File: src/logic/irq_bank_defines.svh
// register indices, field layouts, reset values and bus codes of the interrupt bank
`ifndef IRQ_BANK_DEFINES_SVH
`define IRQ_BANK_DEFINES_SVH

// ----------------------------------------------------------------------------
// register indices (byte address is four times the index)
// ----------------------------------------------------------------------------
`define IDX_PRI_PORTS_TIMERS    16'hff20
`define IDX_PRI_T8_SER_CLK_LCD  16'hff21
`define IDX_PRI_ADC_TOUCH       16'hff22
`define IDX_EN_INPUT_PORTS      16'hff23
`define IDX_EN_TIMERS_SERIAL    16'hff24
`define IDX_EN_CLOCK_LCD        16'hff25
`define IDX_FLAG_INPUT_PORTS    16'hff27
`define IDX_FLAG_TIMERS_SERIAL  16'hff28
`define IDX_FLAG_CLOCK_LCD      16'hff29

// ----------------------------------------------------------------------------
// implemented bits and reset values
// ----------------------------------------------------------------------------
`define MASK_PRI_FULL           8'hff
`define MASK_PRI_ADC_TOUCH      8'hf0
`define MASK_PORT_BYTE          8'hf8
`define MASK_TIMER_BYTE         8'hff
`define MASK_CLOCK_BYTE         8'hfc
`define RESET_BYTE              8'h00

// ----------------------------------------------------------------------------
// priority field positions (low bit of each two-bit level)
// ----------------------------------------------------------------------------
`define POS_UPPER_PORT          6
`define POS_LOWER_PORT          4
`define POS_TIMER_ONE           2
`define POS_TIMER_ZERO          0
`define POS_SHORT_TIMER         6
`define POS_SERIAL              4
`define POS_CLOCK_TIMER         2
`define POS_DISPLAY             0

// ----------------------------------------------------------------------------
// bus answers
// ----------------------------------------------------------------------------
`define RESP_OKAY               2'h0
`define RESP_SLVERR             2'h2

`endif

File: src/logic/irq_bank_pkg.sv
// types shared by the interrupt priority and enable bank
package irq_bank_pkg;

  typedef logic [1:0] level_t;

  typedef struct packed {
    logic [7:0] clockByte;
    logic [7:0] timerByte;
    logic [7:0] portByte;
  } irq_bytes_t;

  typedef struct packed {
    logic        awvalid;
    logic [31:0] awaddr;
    logic        wvalid;
    logic [31:0] wdata;
    logic [3:0]  wstrb;
    logic        bready;
    logic        arvalid;
    logic [31:0] araddr;
    logic        rready;
  } axi_lite_req_t;

  typedef struct packed {
    logic        awready;
    logic        wready;
    logic        bvalid;
    logic [1:0]  bresp;
    logic        arready;
    logic        rvalid;
    logic [31:0] rdata;
    logic [1:0]  rresp;
  } axi_lite_rsp_t;

  typedef enum {
    SEL_PRI0, SEL_PRI1, SEL_PRI2, SEL_EN_PORT, SEL_EN_TIMER, SEL_EN_CLOCK,
    SEL_FL_PORT, SEL_FL_TIMER, SEL_FL_CLOCK, SEL_NONE
  } reg_sel_t;

endpackage

File: src/logic/irq_level_arbiter.sv
// picks the highest pending level, lowest source index winning a tie
module irq_level_arbiter #(
  parameter int N  = 19,
  parameter int IW = 5
) (
  input  wire logic [N-1:0]   pending,
  input  wire logic [2*N-1:0] levels,
  output logic [1:0]          bestLevel,
  output logic [IW-1:0]       bestIndex
);

  always_comb begin
    bestLevel = 2'h0;
    bestIndex = '0;
    // ascending scan with strict compare keeps the fixed default order
    for (int i = 0; i < N; i++) begin
      if (pending[i] && (levels[2*i +: 2] > bestLevel)) begin
        bestLevel = levels[2*i +: 2];
        bestIndex = IW'(i);
      end
    end
  end

endmodule

File: src/logic/irq_priority_enable_bank.sv
// interrupt priority, enable and factor flag registers behind an axi4-lite slave
//
// Functional notes
// RULE1 - each group level is two bits, 11 level 3 down to 00 level 0 which never requests.
// RULE2 - the first priority register holds upper port, lower port, timer one, timer zero levels.
// RULE3 - port enable bits 7 to 4 gate upper pins 3 to 0, bit 3 the shared lower port.
// RULE4 - timer enable bit 7 short timer, bits 6/5 timer one, bits 4/3 timer zero.
// RULE5 - timer enable bits 2, 1, 0 gate serial transmit done, receive done, receive fault.
// RULE6 - clock enable bits 7 to 3 gate minute, 1 hz, 2 hz, 8 hz and 32 hz ticks.
// RULE7 - clock enable bit 2 gates the display transfer, bits 1 and 0 are unused.
// RULE8 - an enable bit at one passes its request, at zero blocks it, and reads back.
// RULE9 - reset clears all levels and enables; unused bits read zero and ignore writes.
// RULE10 - equal levels are settled by a fixed built-in order software cannot change.
// RULE11 - a factor flag sets on its event, reads one, and clears on a written one only.
// RULE12 - the cpu sees the highest level among flagged, enabled, nonzero-level sources.
//
// Chosen here: the AXI4-Lite register port.
`include "irq_bank_defines.svh"

module irq_priority_enable_bank #(
  parameter int NUM_SRC = 19,
  parameter int SRC_IW  = 5
) (
  input  wire logic                      ref_clk,
  input  wire logic                      arst_n,
  input  wire irq_bank_pkg::axi_lite_req_t axiReq,
  output irq_bank_pkg::axi_lite_rsp_t    axiRsp,
  input  wire irq_bank_pkg::irq_bytes_t  srcEvent,
  output logic                           irqOut_r,
  output logic [1:0]                     irqLevel_r,
  output logic [SRC_IW-1:0]              irqSource_r
);
  import irq_bank_pkg::*;

  // --------------------------------------------------------------------------
  // declarations
  // --------------------------------------------------------------------------
  logic              awHeld_r;
  logic [31:0]       awAddr_r;
  logic              wHeld_r;
  logic [31:0]       wData_r;
  logic [3:0]        wStrb_r;
  logic              awready_r;
  logic              wready_r;
  logic              bvalid_r;
  logic [1:0]        bresp_r;
  logic              arready_r;
  logic              rvalid_r;
  logic [31:0]       rdata_r;
  logic [1:0]        rresp_r;
  logic [7:0]        priPort_r;
  logic [7:0]        priMisc_r;
  logic [7:0]        priAdcTouch_r;
  logic [7:0]        enPort_r;
  logic [7:0]        enTimer_r;
  logic [7:0]        enClock_r;
  irq_bytes_t        flag_r;
  irq_bytes_t        flag_nxt;
  irq_bytes_t        flagClear;
  irq_bytes_t        active;
  logic              doWrite;
  logic              byteLane;
  reg_sel_t          wrSel;
  reg_sel_t          rdSel;
  logic [NUM_SRC-1:0]   pending;
  logic [2*NUM_SRC-1:0] srcLevels;
  level_t            upperLvl;
  level_t            lowerLvl;
  level_t            timerOneLvl;
  level_t            timerZeroLvl;
  level_t            shortLvl;
  level_t            serialLvl;
  level_t            clockLvl;
  level_t            displayLvl;
  level_t            bestLevel;
  logic [SRC_IW-1:0] bestIndex;

  // --------------------------------------------------------------------------
  // decode helpers
  // --------------------------------------------------------------------------
  function automatic reg_sel_t decodeSel(input logic [31:0] addr);
    reg_sel_t sel;
    sel = SEL_NONE;
    if ((addr[31:18] == 14'h0) && (addr[1:0] == 2'h0)) begin
      unique case (addr[17:2])
        `IDX_PRI_PORTS_TIMERS:   sel = SEL_PRI0;
        `IDX_PRI_T8_SER_CLK_LCD: sel = SEL_PRI1;
        `IDX_PRI_ADC_TOUCH:      sel = SEL_PRI2;
        `IDX_EN_INPUT_PORTS:     sel = SEL_EN_PORT;
        `IDX_EN_TIMERS_SERIAL:   sel = SEL_EN_TIMER;
        `IDX_EN_CLOCK_LCD:       sel = SEL_EN_CLOCK;
        `IDX_FLAG_INPUT_PORTS:   sel = SEL_FL_PORT;
        `IDX_FLAG_TIMERS_SERIAL: sel = SEL_FL_TIMER;
        `IDX_FLAG_CLOCK_LCD:     sel = SEL_FL_CLOCK;
        default:                 sel = SEL_NONE;
      endcase
    end
    return sel;
  endfunction

  function automatic logic [7:0] readByte(input reg_sel_t sel);
    logic [7:0] val;
    val = 8'h00;
    unique case (sel)
      SEL_PRI0:     val = priPort_r;
      SEL_PRI1:     val = priMisc_r;
      SEL_PRI2:     val = priAdcTouch_r;
      SEL_EN_PORT:  val = enPort_r;
      SEL_EN_TIMER: val = enTimer_r;
      SEL_EN_CLOCK: val = enClock_r;
      SEL_FL_PORT:  val = flag_r.portByte;
      SEL_FL_TIMER: val = flag_r.timerByte;
      SEL_FL_CLOCK: val = flag_r.clockByte;
      SEL_NONE:     val = 8'h00;
    endcase
    return val;
  endfunction

  // --------------------------------------------------------------------------
  // write channel
  // --------------------------------------------------------------------------
  // address and data are taken in either order; the answer waits for both
  assign doWrite  = awHeld_r && wHeld_r && !bvalid_r;
  assign wrSel    = decodeSel(awAddr_r);
  assign byteLane = doWrite && wStrb_r[0];

  always_ff @(posedge ref_clk or negedge arst_n) begin
    if (!arst_n) begin
      awHeld_r  <= 1'b0;
      awAddr_r  <= 32'h0;
      awready_r <= 1'b1;
    end else if (axiReq.awvalid && awready_r) begin
      awHeld_r  <= 1'b1;
      awAddr_r  <= axiReq.awaddr;
      awready_r <= 1'b0;
    end else if (bvalid_r && axiReq.bready) begin
      awHeld_r  <= 1'b0;
      awready_r <= 1'b1;
    end
  end

  always_ff @(posedge ref_clk or negedge arst_n) begin
    if (!arst_n) begin
      wHeld_r  <= 1'b0;
      wData_r  <= 32'h0;
      wStrb_r  <= 4'h0;
      wready_r <= 1'b1;
    end else if (axiReq.wvalid && wready_r) begin
      wHeld_r  <= 1'b1;
      wData_r  <= axiReq.wdata;
      wStrb_r  <= axiReq.wstrb;
      wready_r <= 1'b0;
    end else if (bvalid_r && axiReq.bready) begin
      wHeld_r  <= 1'b0;
      wready_r <= 1'b1;
    end
  end

  always_ff @(posedge ref_clk or negedge arst_n) begin
    if (!arst_n) begin
      bvalid_r <= 1'b0;
      bresp_r  <= `RESP_OKAY;
    end else if (doWrite) begin
      bvalid_r <= 1'b1;
      bresp_r  <= (wrSel == SEL_NONE) ? `RESP_SLVERR : `RESP_OKAY;
    end else if (axiReq.bready) begin
      bvalid_r <= 1'b0;
    end
  end

  // --------------------------------------------------------------------------
  // read channel
  // --------------------------------------------------------------------------
  assign rdSel = decodeSel(axiReq.araddr);

  always_ff @(posedge ref_clk or negedge arst_n) begin
    if (!arst_n) begin
      arready_r <= 1'b1;
      rvalid_r  <= 1'b0;
      rdata_r   <= 32'h0;
      rresp_r   <= `RESP_OKAY;
    end else if (axiReq.arvalid && arready_r) begin
      arready_r <= 1'b0;
      rvalid_r  <= 1'b1;
      rdata_r   <= {24'h0, readByte(rdSel)};
      rresp_r   <= (rdSel == SEL_NONE) ? `RESP_SLVERR : `RESP_OKAY;
    end else if (rvalid_r && axiReq.rready) begin
      arready_r <= 1'b1;
      rvalid_r  <= 1'b0;
    end
  end

  assign axiRsp = '{awready: awready_r, wready: wready_r, bvalid: bvalid_r,
                    bresp: bresp_r, arready: arready_r, rvalid: rvalid_r,
                    rdata: rdata_r, rresp: rresp_r};

  // --------------------------------------------------------------------------
  // priority and enable registers
  // --------------------------------------------------------------------------
  always_ff @(posedge ref_clk or negedge arst_n) begin
    if (!arst_n) begin
      priPort_r     <= `RESET_BYTE; // RULE9
      priMisc_r     <= `RESET_BYTE;
      priAdcTouch_r <= `RESET_BYTE;
    end else if (byteLane) begin
      if (wrSel == SEL_PRI0) begin
        priPort_r <= wData_r[7:0] & `MASK_PRI_FULL; // RULE2
      end
      if (wrSel == SEL_PRI1) begin
        priMisc_r <= wData_r[7:0] & `MASK_PRI_FULL;
      end
      if (wrSel == SEL_PRI2) begin
        priAdcTouch_r <= wData_r[7:0] & `MASK_PRI_ADC_TOUCH; // RULE9
      end
    end
  end

  always_ff @(posedge ref_clk or negedge arst_n) begin
    if (!arst_n) begin
      enPort_r  <= `RESET_BYTE; // RULE9
      enTimer_r <= `RESET_BYTE;
      enClock_r <= `RESET_BYTE;
    end else if (byteLane) begin
      if (wrSel == SEL_EN_PORT) begin
        enPort_r <= wData_r[7:0] & `MASK_PORT_BYTE; // RULE3
      end
      if (wrSel == SEL_EN_TIMER) begin
        enTimer_r <= wData_r[7:0] & `MASK_TIMER_BYTE; // RULE4
      end
      if (wrSel == SEL_EN_CLOCK) begin
        enClock_r <= wData_r[7:0] & `MASK_CLOCK_BYTE; // RULE7
      end
    end
  end

  // --------------------------------------------------------------------------
  // factor flags
  // --------------------------------------------------------------------------
  // a fresh event beats a clear landing in the same cycle, so none is lost
  always_comb begin
    flagClear.portByte  = (byteLane && wrSel == SEL_FL_PORT)  ? wData_r[7:0] : 8'h00;
    flagClear.timerByte = (byteLane && wrSel == SEL_FL_TIMER) ? wData_r[7:0] : 8'h00;
    flagClear.clockByte = (byteLane && wrSel == SEL_FL_CLOCK) ? wData_r[7:0] : 8'h00;
    flag_nxt.portByte  = ((flag_r.portByte & ~flagClear.portByte) | srcEvent.portByte)
                         & `MASK_PORT_BYTE; // RULE11
    flag_nxt.timerByte = ((flag_r.timerByte & ~flagClear.timerByte) | srcEvent.timerByte)
                         & `MASK_TIMER_BYTE;
    flag_nxt.clockByte = ((flag_r.clockByte & ~flagClear.clockByte) | srcEvent.clockByte)
                         & `MASK_CLOCK_BYTE;
  end

  always_ff @(posedge ref_clk or negedge arst_n) begin
    if (!arst_n) begin
      flag_r <= '0;
    end else begin
      flag_r <= flag_nxt;
    end
  end

  // --------------------------------------------------------------------------
  // request arbitration
  // --------------------------------------------------------------------------
  assign upperLvl     = priPort_r[`POS_UPPER_PORT +: 2]; // RULE2
  assign lowerLvl     = priPort_r[`POS_LOWER_PORT +: 2];
  assign timerOneLvl  = priPort_r[`POS_TIMER_ONE +: 2];
  assign timerZeroLvl = priPort_r[`POS_TIMER_ZERO +: 2];
  assign shortLvl     = priMisc_r[`POS_SHORT_TIMER +: 2];
  assign serialLvl    = priMisc_r[`POS_SERIAL +: 2];
  assign clockLvl     = priMisc_r[`POS_CLOCK_TIMER +: 2];
  assign displayLvl   = priMisc_r[`POS_DISPLAY +: 2];

  // flag and enable share one layout, so gating is a plain and
  assign active.portByte  = flag_r.portByte & enPort_r; // RULE8
  assign active.timerByte = flag_r.timerByte & enTimer_r; // RULE5
  assign active.clockByte = flag_r.clockByte & enClock_r; // RULE6

  // index 0 is the highest default rank: pins, timers, serial, display, clock
  assign pending = {active.clockByte[7:2], active.timerByte[2:0],
                    active.timerByte[7:3], active.portByte[3],
                    active.portByte[7:4]}; // RULE10
  assign srcLevels = {{5{clockLvl}}, displayLvl, {3{serialLvl}}, shortLvl,
                      {2{timerOneLvl}}, {2{timerZeroLvl}}, lowerLvl,
                      {4{upperLvl}}};

  irq_level_arbiter #(
    .N  (NUM_SRC),
    .IW (SRC_IW)
  ) i_irq_level_arbiter (
    .pending   (pending),
    .levels    (srcLevels),
    .bestLevel (bestLevel),
    .bestIndex (bestIndex)
  );

  // level zero never wins the strict compare, so it cannot request
  always_ff @(posedge ref_clk or negedge arst_n) begin
    if (!arst_n) begin
      irqOut_r    <= 1'b0;
      irqLevel_r  <= 2'h0;
      irqSource_r <= '0;
    end else begin
      irqOut_r    <= (bestLevel != 2'h0); // RULE1
      irqLevel_r  <= bestLevel; // RULE12
      irqSource_r <= bestIndex;
    end
  end
endmodule

File: config.mk
export PLATFORM = sky130hd
export DESIGN_NAME = irq_priority_enable_bank
export DESIGN_NICKNAME = d
export VERILOG_FILES = /design/src/logic/irq_bank_pkg.sv /design/src/logic/irq_level_arbiter.sv /design/src/logic/irq_priority_enable_bank.sv
export VERILOG_INCLUDE_DIRS = /design/src /design/src/logic
export SDC_FILE = /design/constraint.sdc
export NUM_CORES = 1
export LEC_CHECK = 0
export ABC_AREA = 1
export BUFFER_PORTS_ARGS = -buffer_cell sky130_fd_sc_hd__buf_2
export CORE_ASPECT_RATIO = 0.8
export CORE_UTILIZATION = 58
export CTS_CLUSTER_SIZE = 30
export DETAILED_ROUTE_END_ITERATION = 10
export GPL_TIMING_DRIVEN = 1
export PLACE_DENSITY = 0.86
export SLEW_MARGIN = 20
export SYNTH_ARGS = -nofsm -noshare
export SYNTH_HDL_FRONTEND = slang
export SYNTH_SLANG_ARGS = --single-unit
File: constraint.sdc
create_clock -name ref_clk -period 32 [get_ports ref_clk]
set_input_delay 8 -clock ref_clk [delete_from_list [all_inputs] [get_ports ref_clk]]
set_output_delay 8 -clock ref_clk [all_outputs]
set_load 0.05 [all_outputs]
==> impl_metrics.json <==
{
  "status": "finished, final reports clean",
  "synthDistinctLibCells": 48,
  "die-width_um": 126.0,
  "grt_overflow": 0,
  "die_y_um": 101.2,
  "whs_path_depth": 2,
  "netlist_top_cells_area": "dfrtp_1, nand2_1, inv_1, o21ai_0, mux2_2",
  "holdBufCountCts": 0,
  "postLayoutCoreUtil_pct": 71.31,
  "finalSetupTns_ns": 0,
  "port_buffers": 121,
  "hpwl_mm": 13.14,
  "end_kind": "flop",
  "yosysSeqAreaShare_pct": 43.58,
  "initial_core_util_pct": 60.75,
  "synth_top_area_share_pct": 42.47,
  "cts_num_sinks": 124,
  "worst_r2r_path_depth": 115,
  "cts_buffers": 17,
  "cts-root-buf": "clkbuf_16",
  "totalPowerFinal_mw": 0.5172,
  "drt_iter0_markers": 656,
  "die_area_mm2": 0.01274,
  "arrival_ns": 16.34,
  "area_delta_synth_final_pct": 17.39,
  "crit_fanout": 6,
  "hold_viol": 0,
  "p_leak_nw": 4.504,
  "viasPerCell": 5.682,
  "synth_area_per_cell_um2": 8.139,
  "grt_pass1_wl_mm": 31.39,
  "insertion_delay_ns": 0.42,
  "grt_max_degree": 73,
  "peakVddDrop_mv": 0.06404,
  "setup_violations": 0,
  "worst-setup-path-type": "flop to flop",
  "rsz0062_at_grt": "no",
  "cts-resized-gates": 0,
  "dr.pass1.iters": 6,
  "gp_congestion": 0.9666,
  "tritoncts": "done",
  "ios": 180,
  "slew_violations": 0,
  "worstSetupEndpoint": "irqOut_r",
  "place_ws_ns": 16.07,
  "period_minus_slack_ns": 16.03,
  "ys_ff_latch": 124,
  "detail-route-antenna-nets": 0,
  "max_cap_violations": 0,
  "critPathLaunch": "enPort_r[4]",
  "syn_inst": 876,
  "power_density_mw_per_mm2": 61.80,
  "fin_nets": 1150,
  "finalWirelength_mm": 19.00,
  "fin_crit_sh_pct": 50.11,
  "max_slew.worst_pin.slew_ns": 0.8699,
  "slowest_stage": "dfrtp_1",
  "worst_setup_path_start_kind": "flop",
  "final_cell_mix": "nand2_1, dfrtp_1, buf_2, inv_1, o21ai_0",
  "track_usage_pct": 31.99,
  "slew-limit-headroom_pct": 42.00,
  "fin_ws_ns": 15.97,
  "path_common_cell": "nand2_1",
  "antenna_found_initial": 1,
  "core_area_mm2": 0.01174,
  "reg2reg_setup_slack_ns": 15.97,
  "synth_area_mm2": 0.007129,
  "h-tree-depth": 4,
  "first_global_vias": 6394,
  "cp_slowest_stage_delay_ns": 0.42,
  "drive_gt1_share_pct": 22.80,
  "fmax_ghz": 0.06237,
  "cts.path.max_buffers": 2,
  "ff_latch_area_mm2": 0.003107,
  "vias": 6603,
  "fillers": 909,
  "route.detailed.wl_per_inst_um": 16.35,
  "clock-skew-final_ns": 0.007433,
  "ys_warn_count": 0,
  "worstReg2RegEnd": "irqOut_r",
  "hold_path_class": "flop to flop",
  "path_clk_slew_ns": 0.06,
  "layout_commonest_cell": "nand2_1",
  "multiInputGateArea_mm2": 0.003358,
  "worstPathRequired_ns": 32.31,
  "rows": 35,
  "drc_errors": 0,
  "synth_top_area_cell": "dfrtp_1",
  "r2r_start": "enPort_r[4]",
  "cts_setup_buffers": 0
}
synthesized netlist by cell type (all sizes together):
cell	instances
nand3	43
or2	3
o221ai	3
maj3	1
nand3b	1
o211ai	2
a21oi	33
buf	32
o21a	1
dfstp	3
nor3	7
a2111oi	1
and2	2
o21ai	72
nand2	216
clkbuf	11
and3	2
dfrtp	121
a31oi	2
a22o	5
a221oi	6
nor3b	1
a211oi	1
nor4	18
nand4	19
conb	1
ha	19
inv	121
o21bai	14
o2111ai	4
o22ai	10
mux2	28
clkinv	5
nor2	65
a22oi	1
or4	2
power by group:
| part | internal, mW | switching (mW) | leakage [nW] |
|---|---|---|---|
| registers | 0.190 | 0.0176 | 1.51 |
| clock network | 0.126 | 0.0765 | 0.308 |
| logic | 0.0340 | 0.0728 | 2.69 |
worst max-delay path: cells and delay by family (launching register included):
kind | cells | cell delay, ns
AND/OR/NAND/NOR | 62 | 6.68
adder cells (fa/ha/maj) | 18 | 4.78
AO/OA/AOI/OAI | 18 | 2.78
buffers and inverters | 17 | 1.25
flip-flops | 1 | 0.42
cell type report:
cell class | instances | share of cell area, %
diodes | 1 | 0.02990
clock buffers | 18 | 5.247
clock inverters | 14 | 2.168
inverters | 126 | 5.651
multi-input cells | 608 | 40.13
flip-flops and latches | 124 | 37.12
well taps | 148 | 2.213
repair buffers | 123 | 7.445
layer usage:
| layer | vias up | global-route usage (%) | routed length [µm] |
|---|---|---|---|
| li1 | 3102 | - | - |
| met1 | 3089 | 41.32 | 8010 |
| met2 | 351 | 51.76 | 8693 |
| met3 | 61 | 8.822 | 1712 |
| met4 | 0 | 12.88 | 582 |
| met5 | - | 0 | 0 |
kinds of logic after synthesis:
kind of cell,count (synthesis),share of synthesized area (%)
AOI/OAI and AO/OA,155,13.11
adders and majority gates,20,3.475
buffers and inverters,169,10.64
DFF,124,43.58
muxes,28,4.423
other,1,0.05260
and+or+nand+nor,379,24.73
registers in the layout, indices dropped and copies added (netlist names), 2 cells and up:
name           cells
irqSource_r        5
enClock_r          6
priPort_r          8
flag_r            19
enTimer_r          8
rdata_r            8
priAdcTouch_r      4
priMisc_r          8
wData_r            8
enPort_r           5
awAddr_r          32
irqLevel_r         2
worst min-delay path by stage:
stage | from | endpoint | slack (ns)
final | rresp_r[1] | rresp_r[1] | 0.47
after detailed placement | rdata_r[2] | rdata_r[2] | 0.46
after CTS | rdata_r[2] | rdata_r[2] | 0.48
after global routing | rdata_r[2] | rdata_r[2] | 0.49
after floorplan | priMisc_r[0] | priMisc_r[0] | 0.45
after global placement | rresp_r[1] | rresp_r[1] | 0.45
metrics by stage:
| stage | cell area, µm² | hold WS, ns | cells |
|---|---|---|---|
| finish | 8369 | 0.4726 | 1162 |
| detailed placement | 7746 | 0.4601 | 1129 |
| floorplan | 7223 | 0.4530 | 901 |
| global route | 8369 | 0.4923 | 1162 |
| CTS | 8367 | 0.4754 | 1161 |
| global placement | 7746 | 0.4545 | 1129 |
(Power assumes the default switching activity.)
